[config.mk]
export PLATFORM = sky130hd
export DESIGN_NAME = tirq_top
export DESIGN_NICKNAME = d
export VERILOG_FILES = /design/src/rtl/tirq_pkg.sv /design/src/rtl/tirq_cnt_if.sv /design/src/rtl/tirq_tx_counter.sv /design/src/rtl/tirq_top.sv
export VERILOG_INCLUDE_DIRS = /design/src /design/src/rtl
export SDC_FILE = /design/constraint.sdc
export NUM_CORES = 1
export LEC_CHECK = 0
export BUFFER_PORTS_ARGS = -buffer_cell sky130_fd_sc_hd__buf_2
export CORE_ASPECT_RATIO = 1.1
export CORE_UTILIZATION = 53
export DETAILED_ROUTE_END_ITERATION = 10
export GPL_ROUTABILITY_DRIVEN = 0
export MAX_ROUTING_LAYER = met4
export PLACE_DENSITY_LB_ADDON = 0.1
export SKIP_CTS_REPAIR_TIMING = 1
export SYNTH_ARGS = -nofsm -noshare
export SYNTH_HDL_FRONTEND = slang
export SYNTH_SLANG_ARGS = --single-unit
[constraint.sdc]
create_clock -name clock -period 2.2 [get_ports clock]
set_input_delay 0.22 -clock clock [delete_from_list [all_inputs] [get_ports clock]]
set_output_delay 0.22 -clock clock [all_outputs]
set_load 0.05 [all_outputs]
[src/rtl/tirq_params.svh]
// constants for the transceiver interrupt request logic
`ifndef TIRQ_PARAMS_SVH
`define TIRQ_PARAMS_SVH

// register byte addresses (low 8 address bits decoded)
`define TIRQ_ADDR_CTRL1 8'h00
`define TIRQ_ADDR_CTRL4 8'h04
`define TIRQ_ADDR_CTRL5 8'h08
`define TIRQ_ADDR_CTRL6 8'h0c
`define TIRQ_ADDR_STATUS 8'h10
`define TIRQ_ADDR_CMD 8'h14
`define TIRQ_ADDR_TXBUF 8'h18
`define TIRQ_ADDR_RXBUF 8'h1c
`define TIRQ_ADDR_TXCNT 8'h20
`define TIRQ_ADDR_MASK 8'h24

// control register 1 fields
`define TIRQ_C1_OPM_LSB 0
`define TIRQ_C1_OPM_MSB 1
`define TIRQ_C1_TMODE 2
`define TIRQ_C1_PMODE 3
`define TIRQ_C1_LVL_LO 4
`define TIRQ_C1_LVL_HI 5
`define TIRQ_CTRL_RST 8'h00

// operating mode codes
`define TIRQ_OPM_TX 2'h1
`define TIRQ_OPM_RX 2'h2

// pending bit positions, also mask bit positions
`define TIRQ_P_STAT 0
`define TIRQ_P_TX 1
`define TIRQ_P_RX 2
`define TIRQ_P_BIT 3
`define TIRQ_PEND_RST 4'h1
`define TIRQ_MASK_RST 4'hf

// status register layout beyond the pending bits
`define TIRQ_S_PWR 4
`define TIRQ_S_AUX 5
`define TIRQ_S_MST_LSB 8
`define TIRQ_MST_W 4

// command register: delete interrupt
`define TIRQ_CMD_DEL 0

// level select codes and byte levels
`define TIRQ_SEL_4 2'h0
`define TIRQ_SEL_8 2'h1
`define TIRQ_SEL_12 2'h2
`define TIRQ_SEL_EMPTY 2'h3
`define TIRQ_LVL_4 5'h04
`define TIRQ_LVL_8 5'h08
`define TIRQ_LVL_12 5'h0c
`define TIRQ_LVL_EMPTY 5'h00
`define TIRQ_CNT_W 5

// axi responses
`define TIRQ_RESP_OKAY 2'h0
`define TIRQ_RESP_SLVERR 2'h2

`endif

[src/rtl/tirq_pkg.sv]
// types for the transceiver interrupt request logic
`include "tirq_params.svh"
package tirq_pkg;
    // whole state of the top module
    typedef struct packed {
        logic [7:0] ctrl1; // control register 1
        logic [2:0][7:0] ctrl_x; // control registers 4, 5, 6
        logic [3:0] mask; // interrupt mask
        logic [3:0] pend; // sticky interrupt causes
        logic power_on; // power-up flag
        logic aux_q; // aux flag last cycle
        logic [`TIRQ_MST_W-1:0] mst_q; // mode status last cycle
        logic [`TIRQ_CNT_W-1:0] rxc_q; // rx level last cycle
        logic aw_got; // write address held
        logic [7:0] awaddr; // held write address
        logic w_got; // write data held
        logic [31:0] wdata; // held write data
        logic wen; // low byte lane enabled
        logic bvalid; // write response pending
        logic [1:0] bresp; // write response code
        logic rvalid; // read data pending
        logic [31:0] rdata; // read data
        logic [1:0] rresp; // read response code
        logic rx_reading; // rx buffer read under way
        logic tx_load; // byte load pulse
        logic rx_pop; // byte pop pulse
        logic buf_reset; // buffer reset pulse
        logic [7:0] tx_data; // byte being loaded
    } tirq_state_t;

    // state of the byte counter
    typedef struct packed {
        logic [`TIRQ_CNT_W-1:0] count; // bytes waiting to be sent
        logic hit; // counted down onto level
    } tirq_cnt_state_t;
endpackage

[src/rtl/tirq_cnt_if.sv]
// carrier between the top module and the transmit byte counter
`timescale 1ns/100ps
`include "tirq_params.svh"
interface tirq_cnt_if;
    logic load; // one byte loaded
    logic sent; // one byte sent
    logic clr; // reset counter
    logic [1:0] sel; // level select
    logic [`TIRQ_CNT_W-1:0] count; // current count
    logic hit; // level reached while counting down
    modport ctrl (output load, output sent, output clr, output sel, input count, input hit);
    modport cnt (input load, input sent, input clr, input sel, output count, output hit);
endinterface

[src/rtl/tirq_tx_counter.sv]
// transmit byte counter with level match
`timescale 1ns/100ps
`include "tirq_params.svh"
module tirq_tx_counter (
    input wire logic clock, // system clock
    input wire logic rst_n, // async reset, active low
    tirq_cnt_if.cnt cif // counter side of the carrier
);
    tirq_pkg::tirq_cnt_state_t st_r; // registered state
    tirq_pkg::tirq_cnt_state_t st_nxt; // next state
    logic [`TIRQ_CNT_W-1:0] target; // selected level

    // level decode, empty code means zero bytes
    always_comb begin
        case (cif.sel)
            `TIRQ_SEL_4: target = `TIRQ_LVL_4;
            `TIRQ_SEL_8: target = `TIRQ_LVL_8;
            `TIRQ_SEL_12: target = `TIRQ_LVL_12;
            default: target = `TIRQ_LVL_EMPTY;
        endcase
    end

    // count up on load, down on send; match only on a net down step
    always_comb begin
        st_nxt = st_r;
        st_nxt.hit = 1'b0;
        if (cif.clr) begin
            st_nxt.count = '0;
        end else if (cif.load && !cif.sent) begin
            st_nxt.count = st_r.count + `TIRQ_CNT_W'(1);
        end else if (cif.sent && !cif.load && st_r.count != '0) begin
            st_nxt.count = st_r.count - `TIRQ_CNT_W'(1);
            st_nxt.hit = (st_nxt.count == target);
        end
    end

    // state register
    always_ff @(posedge clock or negedge rst_n) begin
        if (!rst_n) begin
            st_r <= '0;
        end else begin
            st_r <= st_nxt;
        end
    end

    assign cif.count = st_r.count;
    assign cif.hit = st_r.hit;
endmodule

[src/rtl/tirq_top.sv]
// interrupt request logic of the transceiver, with axi4-lite registers
`timescale 1ns/100ps
`include "tirq_params.svh"
module tirq_top (
    input wire logic clock, // 100 MHz system clock
    input wire logic rst_n, // async reset, active low
    // axi4-lite slave
    input wire logic [7:0] s_axi_awaddr, // write address
    input wire logic s_axi_awvalid, // write address valid
    output logic s_axi_awready, // write address ready
    input wire logic [31:0] s_axi_wdata, // write data
    input wire logic [3:0] s_axi_wstrb, // write strobes
    input wire logic s_axi_wvalid, // write data valid
    output logic s_axi_wready, // write data ready
    output logic [1:0] s_axi_bresp, // write response
    output logic s_axi_bvalid, // write response valid
    input wire logic s_axi_bready, // write response ready
    input wire logic [7:0] s_axi_araddr, // read address
    input wire logic s_axi_arvalid, // read address valid
    output logic s_axi_arready, // read address ready
    output logic [31:0] s_axi_rdata, // read data
    output logic [1:0] s_axi_rresp, // read response
    output logic s_axi_rvalid, // read data valid
    input wire logic s_axi_rready, // read data ready
    // transceiver core side
    input wire logic [`TIRQ_MST_W-1:0] mode_status_bits, // mode status from core
    input wire logic aux_supply_flag, // aux supply present
    input wire logic tx_byte_sent, // pulse, byte left the buffer
    input wire logic [`TIRQ_CNT_W-1:0] rx_level, // bytes in rx buffer
    input wire logic rx_error, // pulse, receive error
    input wire logic bit_check_ok, // pulse, bit check passed
    input wire logic [7:0] rx_data, // head byte of rx buffer
    output logic tx_load, // pulse, byte to buffer
    output logic [7:0] tx_data, // byte to buffer
    output logic rx_pop, // pulse, byte taken from rx buffer
    output logic buf_reset, // pulse, data buffer reset
    output logic [1:0] op_mode, // operating mode field
    output logic transparent_sel, // transparent mode select
    output logic irq // interrupt request, active high
);
    tirq_pkg::tirq_state_t st_r; // registered state
    tirq_pkg::tirq_state_t st_nxt; // next state
    tirq_cnt_if cif (); // link to the byte counter

    logic do_wr; // write committed this cycle
    logic rd_take; // read address taken this cycle
    logic wr_c1; // write to control register 1
    logic wr_cx; // write to control register 4, 5 or 6
    logic wr_ctrl; // any control register write
    logic wr_txbuf; // byte loaded into tx buffer
    logic del_cmd; // delete interrupt command
    logic rd_status; // status register read
    logic rd_rxbuf; // rx buffer read
    logic [1:0] sel; // level select field
    logic tx_on; // tx mode, buffered or transparent
    logic rx_on; // rx mode
    logic [`TIRQ_CNT_W-1:0] rx_target; // rx level to match
    logic [3:0] set_v; // events this cycle
    logic [3:0] clr_v; // clearing actions this cycle
    logic [31:0] status_v; // status word as read

    tirq_tx_counter u_cnt (
        .clock(clock),
        .rst_n(rst_n),
        .cif(cif.cnt)
    );

    // bus handshakes: one write and one read in flight at most
    assign s_axi_awready = !st_r.aw_got && !st_r.bvalid;
    assign s_axi_wready = !st_r.w_got && !st_r.bvalid;
    assign s_axi_arready = !st_r.rvalid;
    assign do_wr = st_r.aw_got && st_r.w_got && !st_r.bvalid;
    assign rd_take = s_axi_arvalid && s_axi_arready;

    // decoded bus actions; byte lane 0 carries every writable field
    assign wr_c1 = do_wr && st_r.wen && st_r.awaddr == `TIRQ_ADDR_CTRL1;
    assign wr_cx = do_wr && st_r.wen && (st_r.awaddr == `TIRQ_ADDR_CTRL4
        || st_r.awaddr == `TIRQ_ADDR_CTRL5 || st_r.awaddr == `TIRQ_ADDR_CTRL6);
    assign wr_ctrl = wr_c1 || wr_cx;
    assign wr_txbuf = do_wr && st_r.wen && st_r.awaddr == `TIRQ_ADDR_TXBUF;
    assign del_cmd = do_wr && st_r.wen && st_r.awaddr == `TIRQ_ADDR_CMD
        && st_r.wdata[`TIRQ_CMD_DEL];
    assign rd_status = rd_take && s_axi_araddr == `TIRQ_ADDR_STATUS;
    assign rd_rxbuf = rd_take && s_axi_araddr == `TIRQ_ADDR_RXBUF;

    // mode decode from control register 1
    assign sel = {st_r.ctrl1[`TIRQ_C1_LVL_HI], st_r.ctrl1[`TIRQ_C1_LVL_LO]};
    assign tx_on = st_r.ctrl1[`TIRQ_C1_OPM_MSB:`TIRQ_C1_OPM_LSB] == `TIRQ_OPM_TX;
    assign rx_on = st_r.ctrl1[`TIRQ_C1_OPM_MSB:`TIRQ_C1_OPM_LSB] == `TIRQ_OPM_RX;

    // rx level decode, same code table as the counter
    always_comb begin
        case (sel)
            `TIRQ_SEL_4: rx_target = `TIRQ_LVL_4;
            `TIRQ_SEL_8: rx_target = `TIRQ_LVL_8;
            `TIRQ_SEL_12: rx_target = `TIRQ_LVL_12;
            default: rx_target = `TIRQ_LVL_EMPTY;
        endcase
    end

    // counter drive; a control write in tx mode empties the buffer
    assign cif.load = wr_txbuf;
    assign cif.sent = tx_byte_sent;
    assign cif.clr = wr_ctrl && tx_on;
    assign cif.sel = sel;

    // interrupt events
    always_comb begin
        set_v = '0;
        // any edge of a mode status bit, either direction
        set_v[`TIRQ_P_STAT] = (mode_status_bits != st_r.mst_q)
            || (aux_supply_flag && !st_r.aux_q);
        // tx level, only with the buffer in use
        set_v[`TIRQ_P_TX] = cif.hit && tx_on
            && !st_r.ctrl1[`TIRQ_C1_TMODE];
        // rx level or error, held off while the host reads the buffer
        if (rx_on && !st_r.ctrl1[`TIRQ_C1_TMODE] && !rd_rxbuf && !st_r.rx_reading) begin
            if (sel == `TIRQ_SEL_EMPTY) begin
                set_v[`TIRQ_P_RX] = rx_error;
            end else begin
                set_v[`TIRQ_P_RX] = rx_level != st_r.rxc_q && rx_level == rx_target;
            end
        end
        // bit check only when pattern mode is off
        set_v[`TIRQ_P_BIT] = rx_on && bit_check_ok
            && !st_r.ctrl1[`TIRQ_C1_PMODE];
    end

    // clearing actions; a status read touches only the status cause
    always_comb begin
        clr_v = '0;
        clr_v[`TIRQ_P_STAT] = rd_status || del_cmd;
        clr_v[`TIRQ_P_TX] = wr_txbuf || wr_ctrl || del_cmd;
        clr_v[`TIRQ_P_RX] = rd_rxbuf || wr_ctrl || del_cmd;
        clr_v[`TIRQ_P_BIT] = rd_rxbuf || wr_ctrl || del_cmd;
    end

    // status word: causes, flags and live mode status
    always_comb begin
        status_v = '0;
        status_v[3:0] = st_r.pend;
        status_v[`TIRQ_S_PWR] = st_r.power_on;
        status_v[`TIRQ_S_AUX] = aux_supply_flag;
        status_v[`TIRQ_S_MST_LSB +: `TIRQ_MST_W] = mode_status_bits;
    end

    // next state of the whole block
    always_comb begin
        st_nxt = st_r;
        st_nxt.tx_load = 1'b0;
        st_nxt.rx_pop = 1'b0;
        st_nxt.buf_reset = 1'b0;
        st_nxt.mst_q = mode_status_bits;
        st_nxt.aux_q = aux_supply_flag;
        st_nxt.rxc_q = rx_level;
        // set wins over a clear in the same cycle
        st_nxt.pend = (st_r.pend & ~clr_v) | set_v;
        // power-up flag is read-to-clear
        if (rd_status) begin
            st_nxt.power_on = 1'b0;
        end
        // write address and data captured in either order
        if (s_axi_awvalid && s_axi_awready) begin
            st_nxt.aw_got = 1'b1;
            st_nxt.awaddr = s_axi_awaddr;
        end
        if (s_axi_wvalid && s_axi_wready) begin
            st_nxt.w_got = 1'b1;
            st_nxt.wdata = s_axi_wdata;
            st_nxt.wen = s_axi_wstrb[0];
        end
        // commit a write once both halves are here
        if (do_wr) begin
            st_nxt.aw_got = 1'b0;
            st_nxt.w_got = 1'b0;
            st_nxt.bvalid = 1'b1;
            st_nxt.bresp = `TIRQ_RESP_OKAY;
            case (st_r.awaddr)
                `TIRQ_ADDR_CTRL1: begin
                    if (st_r.wen) begin
                        st_nxt.ctrl1 = st_r.wdata[7:0];
                    end
                end
                `TIRQ_ADDR_CTRL4: begin
                    if (st_r.wen) begin
                        st_nxt.ctrl_x[0] = st_r.wdata[7:0];
                    end
                end
                `TIRQ_ADDR_CTRL5: begin
                    if (st_r.wen) begin
                        st_nxt.ctrl_x[1] = st_r.wdata[7:0];
                    end
                end
                `TIRQ_ADDR_CTRL6: begin
                    if (st_r.wen) begin
                        st_nxt.ctrl_x[2] = st_r.wdata[7:0];
                    end
                end
                `TIRQ_ADDR_MASK: begin
                    if (st_r.wen) begin
                        st_nxt.mask = st_r.wdata[3:0];
                    end
                end
                `TIRQ_ADDR_TXBUF: begin
                    st_nxt.tx_load = st_r.wen;
                    if (st_r.wen) begin
                        st_nxt.tx_data = st_r.wdata[7:0];
                    end
                end
                `TIRQ_ADDR_CMD: begin
                    // effect handled through del_cmd
                end
                default: begin
                    st_nxt.bresp = `TIRQ_RESP_SLVERR; // unmapped or read-only
                end
            endcase
            // buffer reset only matters while transmitting
            st_nxt.buf_reset = wr_ctrl && tx_on;
        end
        if (st_r.bvalid && s_axi_bready) begin
            st_nxt.bvalid = 1'b0;
        end
        // read: data registered when the address is taken
        if (rd_take) begin
            st_nxt.rvalid = 1'b1;
            st_nxt.rresp = `TIRQ_RESP_OKAY;
            st_nxt.rdata = '0;
            case (s_axi_araddr)
                `TIRQ_ADDR_CTRL1: st_nxt.rdata[7:0] = st_r.ctrl1;
                `TIRQ_ADDR_CTRL4: st_nxt.rdata[7:0] = st_r.ctrl_x[0];
                `TIRQ_ADDR_CTRL5: st_nxt.rdata[7:0] = st_r.ctrl_x[1];
                `TIRQ_ADDR_CTRL6: st_nxt.rdata[7:0] = st_r.ctrl_x[2];
                `TIRQ_ADDR_STATUS: st_nxt.rdata = status_v;
                `TIRQ_ADDR_RXBUF: begin
                    st_nxt.rdata[7:0] = rx_data;
                    st_nxt.rx_pop = 1'b1;
                    st_nxt.rx_reading = 1'b1;
                end
                `TIRQ_ADDR_TXCNT: st_nxt.rdata[`TIRQ_CNT_W-1:0] = cif.count;
                `TIRQ_ADDR_MASK: st_nxt.rdata[3:0] = st_r.mask;
                `TIRQ_ADDR_CMD: st_nxt.rdata = '0;
                `TIRQ_ADDR_TXBUF: st_nxt.rdata = '0;
                default: st_nxt.rresp = `TIRQ_RESP_SLVERR;
            endcase
        end
        if (st_r.rvalid && s_axi_rready) begin
            st_nxt.rvalid = 1'b0;
            st_nxt.rx_reading = 1'b0;
        end
    end

    // state register; power-up sets the flag and its cause
    always_ff @(posedge clock or negedge rst_n) begin
        if (!rst_n) begin
            st_r <= '0;
            st_r.ctrl1 <= `TIRQ_CTRL_RST;
            st_r.mask <= `TIRQ_MASK_RST;
            st_r.pend <= `TIRQ_PEND_RST;
            st_r.power_on <= 1'b1;
        end else begin
            st_r <= st_nxt;
        end
    end

    // outputs straight from the state
    assign s_axi_bvalid = st_r.bvalid;
    assign s_axi_bresp = st_r.bresp;
    assign s_axi_rvalid = st_r.rvalid;
    assign s_axi_rdata = st_r.rdata;
    assign s_axi_rresp = st_r.rresp;
    assign tx_load = st_r.tx_load;
    assign tx_data = st_r.tx_data;
    assign rx_pop = st_r.rx_pop;
    assign buf_reset = st_r.buf_reset;
    assign op_mode = st_r.ctrl1[`TIRQ_C1_OPM_MSB:`TIRQ_C1_OPM_LSB];
    assign transparent_sel = st_r.ctrl1[`TIRQ_C1_TMODE];
    // level output while any unmasked cause is pending
    assign irq = |(st_r.pend & st_r.mask);
endmodule

==> Word level (Yosys, flattened, before mapping) <==
Index checks and enable logic that the tools add are counted.
{ "word_totals": {"elab_cells": 158, "input_bits": 80, "out_inout_bits": 56, "reg_bits": 150} }
{ "op_classes": {"addsub": 2, "mux": 31, "reduce_logical": 70, "bitwise_logic": 4, "eq_ne": 24} }
{ "op_table": {"columns": ["cell", "n"], "rows": [
  ["8-bit by 5-bit == test with 1-bit output (second input constant)", 6],
  ["36-bit 2-to-1 mux", 1],
  ["34-bit 2-to-1 mux", 1],
  ["8-bit by 4-bit == test with 1-bit output (second input constant)", 4],
  ["4-bit one-hot mux with 8 select lines", 1],
  ["1-bit logical AND", 30],
  ["8-bit by 6-bit == test with 1-bit output (second input constant)", 3],
  ["9-bit 2-to-1 mux", 2],
  ["3-bit one-hot mux with 6 select lines", 1],
  ["3-bit AND reduction", 6],
  ["8-bit by 3-bit == test with 1-bit output (second input constant)", 2],
  ["8-bit logical NOT", 2],
  ["8-bit 2-to-1 mux", 2],
  ["1-bit 2-to-1 mux", 14],
  ["4-bit one-hot mux with 3 select lines", 1],
  ["1-bit logical NOT", 11],
  ["5-bit 2-to-1 mux", 2],
  ["2-bit nonzero test", 5],
  ["10-bit OR reduction", 1],
  ["1-bit logical OR", 9],
  ["4-bit bitwise AND", 2],
  ["1-bit one-hot mux with 7 select lines", 1],
  ["7-bit OR reduction", 1],
  ["2-bit == test (second input constant)", 3],
  ["other kinds (18)", 20]
]} }

==> Logic depth before layout (Yosys ltp) <==
{ "depth": {"ltp_word": 10, "ltp_mapped": 7, "mapped_depth_nobuf": 7} }

==> Cells and area by module <==
A second synthesis with hierarchy kept.
{ "hier_totals": {"hier_cells": 476, "hier_area_um2": 5460.2} }
{ "modules_own_cells": {"columns": ["module", "cells_per_inst", "area_per_inst_um2", "seq_area_each_um2", "n_inst"], "rows": [
  ["tirq_top", 419, 4931.0, 2459.9, 1],
  ["tirq_tx_counter", 57, 529.3, 150.1, 1]
]} }

==> Worst setup path after synthesis <==
OpenSTA, ideal clock, no wires.
{ "synth_path": {"path_type": "flip-flop to flip-flop", "from": "register st_r (netlist bit s_axi_bvalid)", "to": "register st_r[50] in the netlist's numbering", "n_path_buf": 1, "arrival_ns": 2.236, "synth_period_minus_slack_ns": 2.361, "path_slack_ns": -0.161, "path_stages_with_launch": 5, "required_ns": 2.075, "path_cell_list": "dfrtp_1 -> nor2_1 -> and2_1 -> clkbuf_1 -> mux2_2"} }
{ "synth_via": {"elab_chain_cells": 3} }
{ "synth_lines": {"columns": ["element", "line_no", "text"], "rows": [
  ["from (decl)", "tirq_top.sv:41", "tirq_pkg::tirq_state_t st_r;"],
  ["from (signal assigned)", "tirq_top.sv:261", "st_r <= st_nxt;"],
  ["1-bit logical NOT", "tirq_top.sv:70", "assign s_axi_wready = !st_r.w_got && !st_r.bvalid;"],
  ["1-bit logical AND", "tirq_top.sv:70", null],
  ["net s_axi_wready", "tirq_top.sv:14", "output logic s_axi_wready,"],
  ["1-bit logical AND", "tirq_top.sv:167", "if (s_axi_wvalid && s_axi_wready) begin"]
]} }
The timed path passes the listed nets, and every way through them passes these cells.
A chain may end at the register's enable or synchronous reset.

==> Worst setup path after layout <==
{ "layout_path": {"from": "register st_r[85] in the netlist's numbering", "to": "register st_r[114] in the netlist's numbering"} }
{ "layout_via": {"elab_chain_cells": 2} }
{ "layout_lines": {"columns": ["element", "line_no", "text"], "rows": [
  ["8-bit by 3-bit == test with 1-bit output", "tirq_top.sv:178", "case (st_r.awaddr)"],
  ["3-bit AND reduction (no source line)", null, null]
]} }
No other way between the ends.

==> summary.txt <==
Outcome
  • Outcome: completed

Timing
  • Final setup fails: 0
  • Worst Skew: 0.0114 ns
  • FMAX: 484 MHz
  • Worst Tran Pin Value: 0.658 ns
  • Min Tclk post-route: 2.07 ns
  • RSZ-0062 raised after global routing: true
  • Final Hold Fails: 0
  • Slew Limit Headroom: 55.0%
  • Slew Limit Fails: 0
  • Fin crit share: 94.0%

Route
  • DRT Pass-1 Iters: 4
  • Vias: 3,703
  • Iter 0 DRT Violations: 103
  • # DRC: 0
  • Vias per inst: 5.54
  • Antenna Nets Post-Route: 0
  • DR WL/cell: 16.4 µm
  • Routed wire length: 11.0 mm

Final layout
  • Final Non-Filler Cells: 669
  • Number of diodes: 0
  • Util after Layout: 62.3%
  • Nets@finish: 633
  • Area Overhead vs Synth: 12.6%
  • # fillers: 785
  • Layout cells sized above 1: 34.4%

GRT
  • Met1 usage in global routing: 30.7%
  • Tot GR Track Use: 22.9%
  • Largest net degree at the start of global routing: 54
  • First-pass GRT wire length: 18.0 mm
  • M3 GR Usage: 3.81%
  • Busiest grt layer: met2
  • Number of global-route vias before repair: 3,583
  • Grt ovf: 0
  • GR Layer Usage met2: 35.3%
  • Initial antenna violation count: 0

Logic synthesis
  • Cell taking the most area after synthesis: dfrtp_1
  • Syn avg cell area: 11.3 µm²
  • Synth unique cells: 63
  • Warnings, synthesis: 0
  • Synth Instances: 465
  • Area share of the largest cell type after synthesis: 46.7%
  • Largest cells by area after synthesis: dfrtp_1, mux2_2, buf_4, nand2_1, dfstp_2
  • Synth Register Bits: 104
  • Asr flop ratio synth: 100%
  • Register area share after synthesis: 49.7%
  • Post-synth EDFFs: 0
  • Post-Syn Area: 0.00525 mm²
  • Predominant post-synthesis flop cell: dfrtp_1

Die
  • I/O pins: 136
  • Core ar.: 0.00949 mm²
  • DIE AREA: 0.0103 mm²
  • Initial Utilization: 55.3%
  • Die Span X: 96.9 µm
  • Die Y: 106 µm
  • Rows: 37

Pwr
  • Max VDD drop: 0.000758 V
  • Leakage: 2.93 nW
  • Pwr dens: 927 mW/mm²

Critical path
  • Critical R2R Launch: st_r[85]
  • Crit path launch: st_r[85]
  • CP Capture Type: flip-flop
  • Crit-path max FO: 8
  • Critical Path AT: 2.33 ns
  • Crit start category: flip-flop
  • Data required, critical path: 2.46 ns
  • Crit Path Class: reg -> reg

Placed design
  • DPL Wire Length: 7.96 mm
  • Inst Count DP: 642
  • Count of buffers from port buffering: 86

Clocking
  • TritonCTS Buffers: 9
  • Clk_lat worst skew: 0.37 ns
  • Worst-path clk slew: 0.10 ns
  • H-tree depth: 3
  • CTS tree: built
  • Clk sink count: 104
  • Root Buffer: clkbuf_8
  • Clock Path Buffers: 2

Hold path
  • Worst Hold Launch: s_axi_bready
  • HP Class: in -> reg

Run
  • Number of max-cap violations: 0
==> per-layer routing <==
| layer | routed length (µm) | share of wire, % |
|---|---|---|
| met4 | 197 | 1.8 |
| met3 | 467 | 4.2 |
| met1 | 5220 | 47 |
| met5 | 0 | 0 |
| met2 | 5120 | 47 |
==> cells in the mapped netlist, types with 4 or more instances <==
library cell	n
mux2i_1	12
nand4_1	4
nor2_1	14
ha_1	6
buf_4	46
o21ai_0	16
dfstp_2	6
a21oi_1	6
xor2_1	5
mux2_2	55
nor3_1	9
clkbuf_1	8
a22o_1	12
nand3_1	6
nand2_1	55
a31oi_1	4
xnor2_1	8
nor2b_1	8
inv_1	10
a22oi_1	9
dfrtp_1	98
a21o_1	4
and4_1	5
==> cell type report <==
class / count / area [µm²] / area share [%]
clock buffer: 9 / 124 / 2.10
clock inverter: 7 / 78.8 / 1.33
inverter: 10 / 37.5 / 0.635
multi-input combinational: 311 / 2250 / 38.1
sequential: 104 / 2610 / 44.2
tap: 117 / 146 / 2.48
timing repair buffer: 111 / 661 / 11.2
==> through the flow <==
stage | hold slack [ns] | power (mW) | cell area (µm²) | worst slack [ns] | TNS, ns
floorplan | -0.0756 | 3.87 | 5330 | -0.161 | -2.21
global placement | 0.151 | 4.22 | 5600 | 0.201 | 0
global route | 0.00868 | 5.80 | 5910 | -0.0250 | -0.264
CTS | -0.246 | 5.50 | 5800 | 0.111 | 0
finish | 0.0163 | 5.48 | 5910 | 0.133 | 0
detailed placement | 0.159 | 4.29 | 5600 | 0.174 | 0
==> state kept, by name, summed over array words and instances, names as in the netlist <==
signal	count
op_mode	2
buf_reset	1
transparent_sel	1
st_r	66
s_axi_rdata	12
cif.sel	2
s_axi_rvalid	1
u_cnt.cif.hit	1
s_axi_bresp	1
rx_pop	1
tx_load	1
u_cnt.cif.count	5
s_axi_rresp	1
s_axi_bvalid	1
tx_data	8
==> logic make-up (layout without fill, tap and decap cells) <==
kind of cell / after synthesis / count (layout) / share of synthesized area, %
adder cells (fa/ha/maj): 6 / 6 / 1.43
AND/OR/NAND/NOR: 126 / 126 / 12.5
flip-flops: 104 / 104 / 49.7
AO/OA/AOI/OAI: 75 / 75 / 10.3
buffers and inverters: 71 / 137 / 8.85
multiplexers: 69 / 69 / 14.9
XOR/XNOR: 13 / 13 / 2.17
other: 1 / 22 / 0.0715
==> layout by cell type (no fill, tap or decap), types with 5 or more instances in the layout <==
cell           netlist  routed
dfrtp_1             98      98
buf_2                2      85
nand2_1             55      55
mux2_2              55      55
conb_1               1      22
o21ai_0             16      16
nor2_1              14      14
buf_4               46      14
a22o_1              12      12
mux2i_1             12      12
dlygate4sd3_1        0      11
inv_1               10      10
nor3_1               9       9
a22oi_1              9       9
clkbuf_8             0       9
nor2b_1              8       8
xnor2_1              8       8
a21oi_1              6       6
nand3_1              6       6
ha_1                 6       6
dfstp_2              6       6
and4_1               5       5
xor2_1               5       5
==> report_power, final <==
group / total, mW / internal (mW) / leakage, nW / switching (mW)
logic: 1.54 / 0.644 / 1.49 / 0.899
clock network: 1.22 / 0.538 / 0.0977 / 0.679
registers: 2.72 / 2.27 / 1.34 / 0.448
==> worst max-delay path, stage by stage (launching register included) <==
cell,delay (ns)
dfrtp_1,0.39
nor4_2,0.49
nand2_1,0.15
nor3_2,0.24
nand2_1,0.31
mux2_2,0.36
==> final timing paths <==
| path | to | slack, ns | depth (start not counted) |
|---|---|---|---|
| setup / recovery | st_r[114] | 0.13 | 5 |
| hold / removal | s_axi_bvalid | 0.02 | 2 |
| setup reg to reg | st_r[114] | 0.13 | 5 |
| hold reg to reg | st_r[104] | 0.46 | 1 |
| max in group asynchronous | st_r[87] | 1.22 | 3 |
| min in group asynchronous | st_r[101] | 0.30 | 2 |
Power figures use the tool's default switching activity.
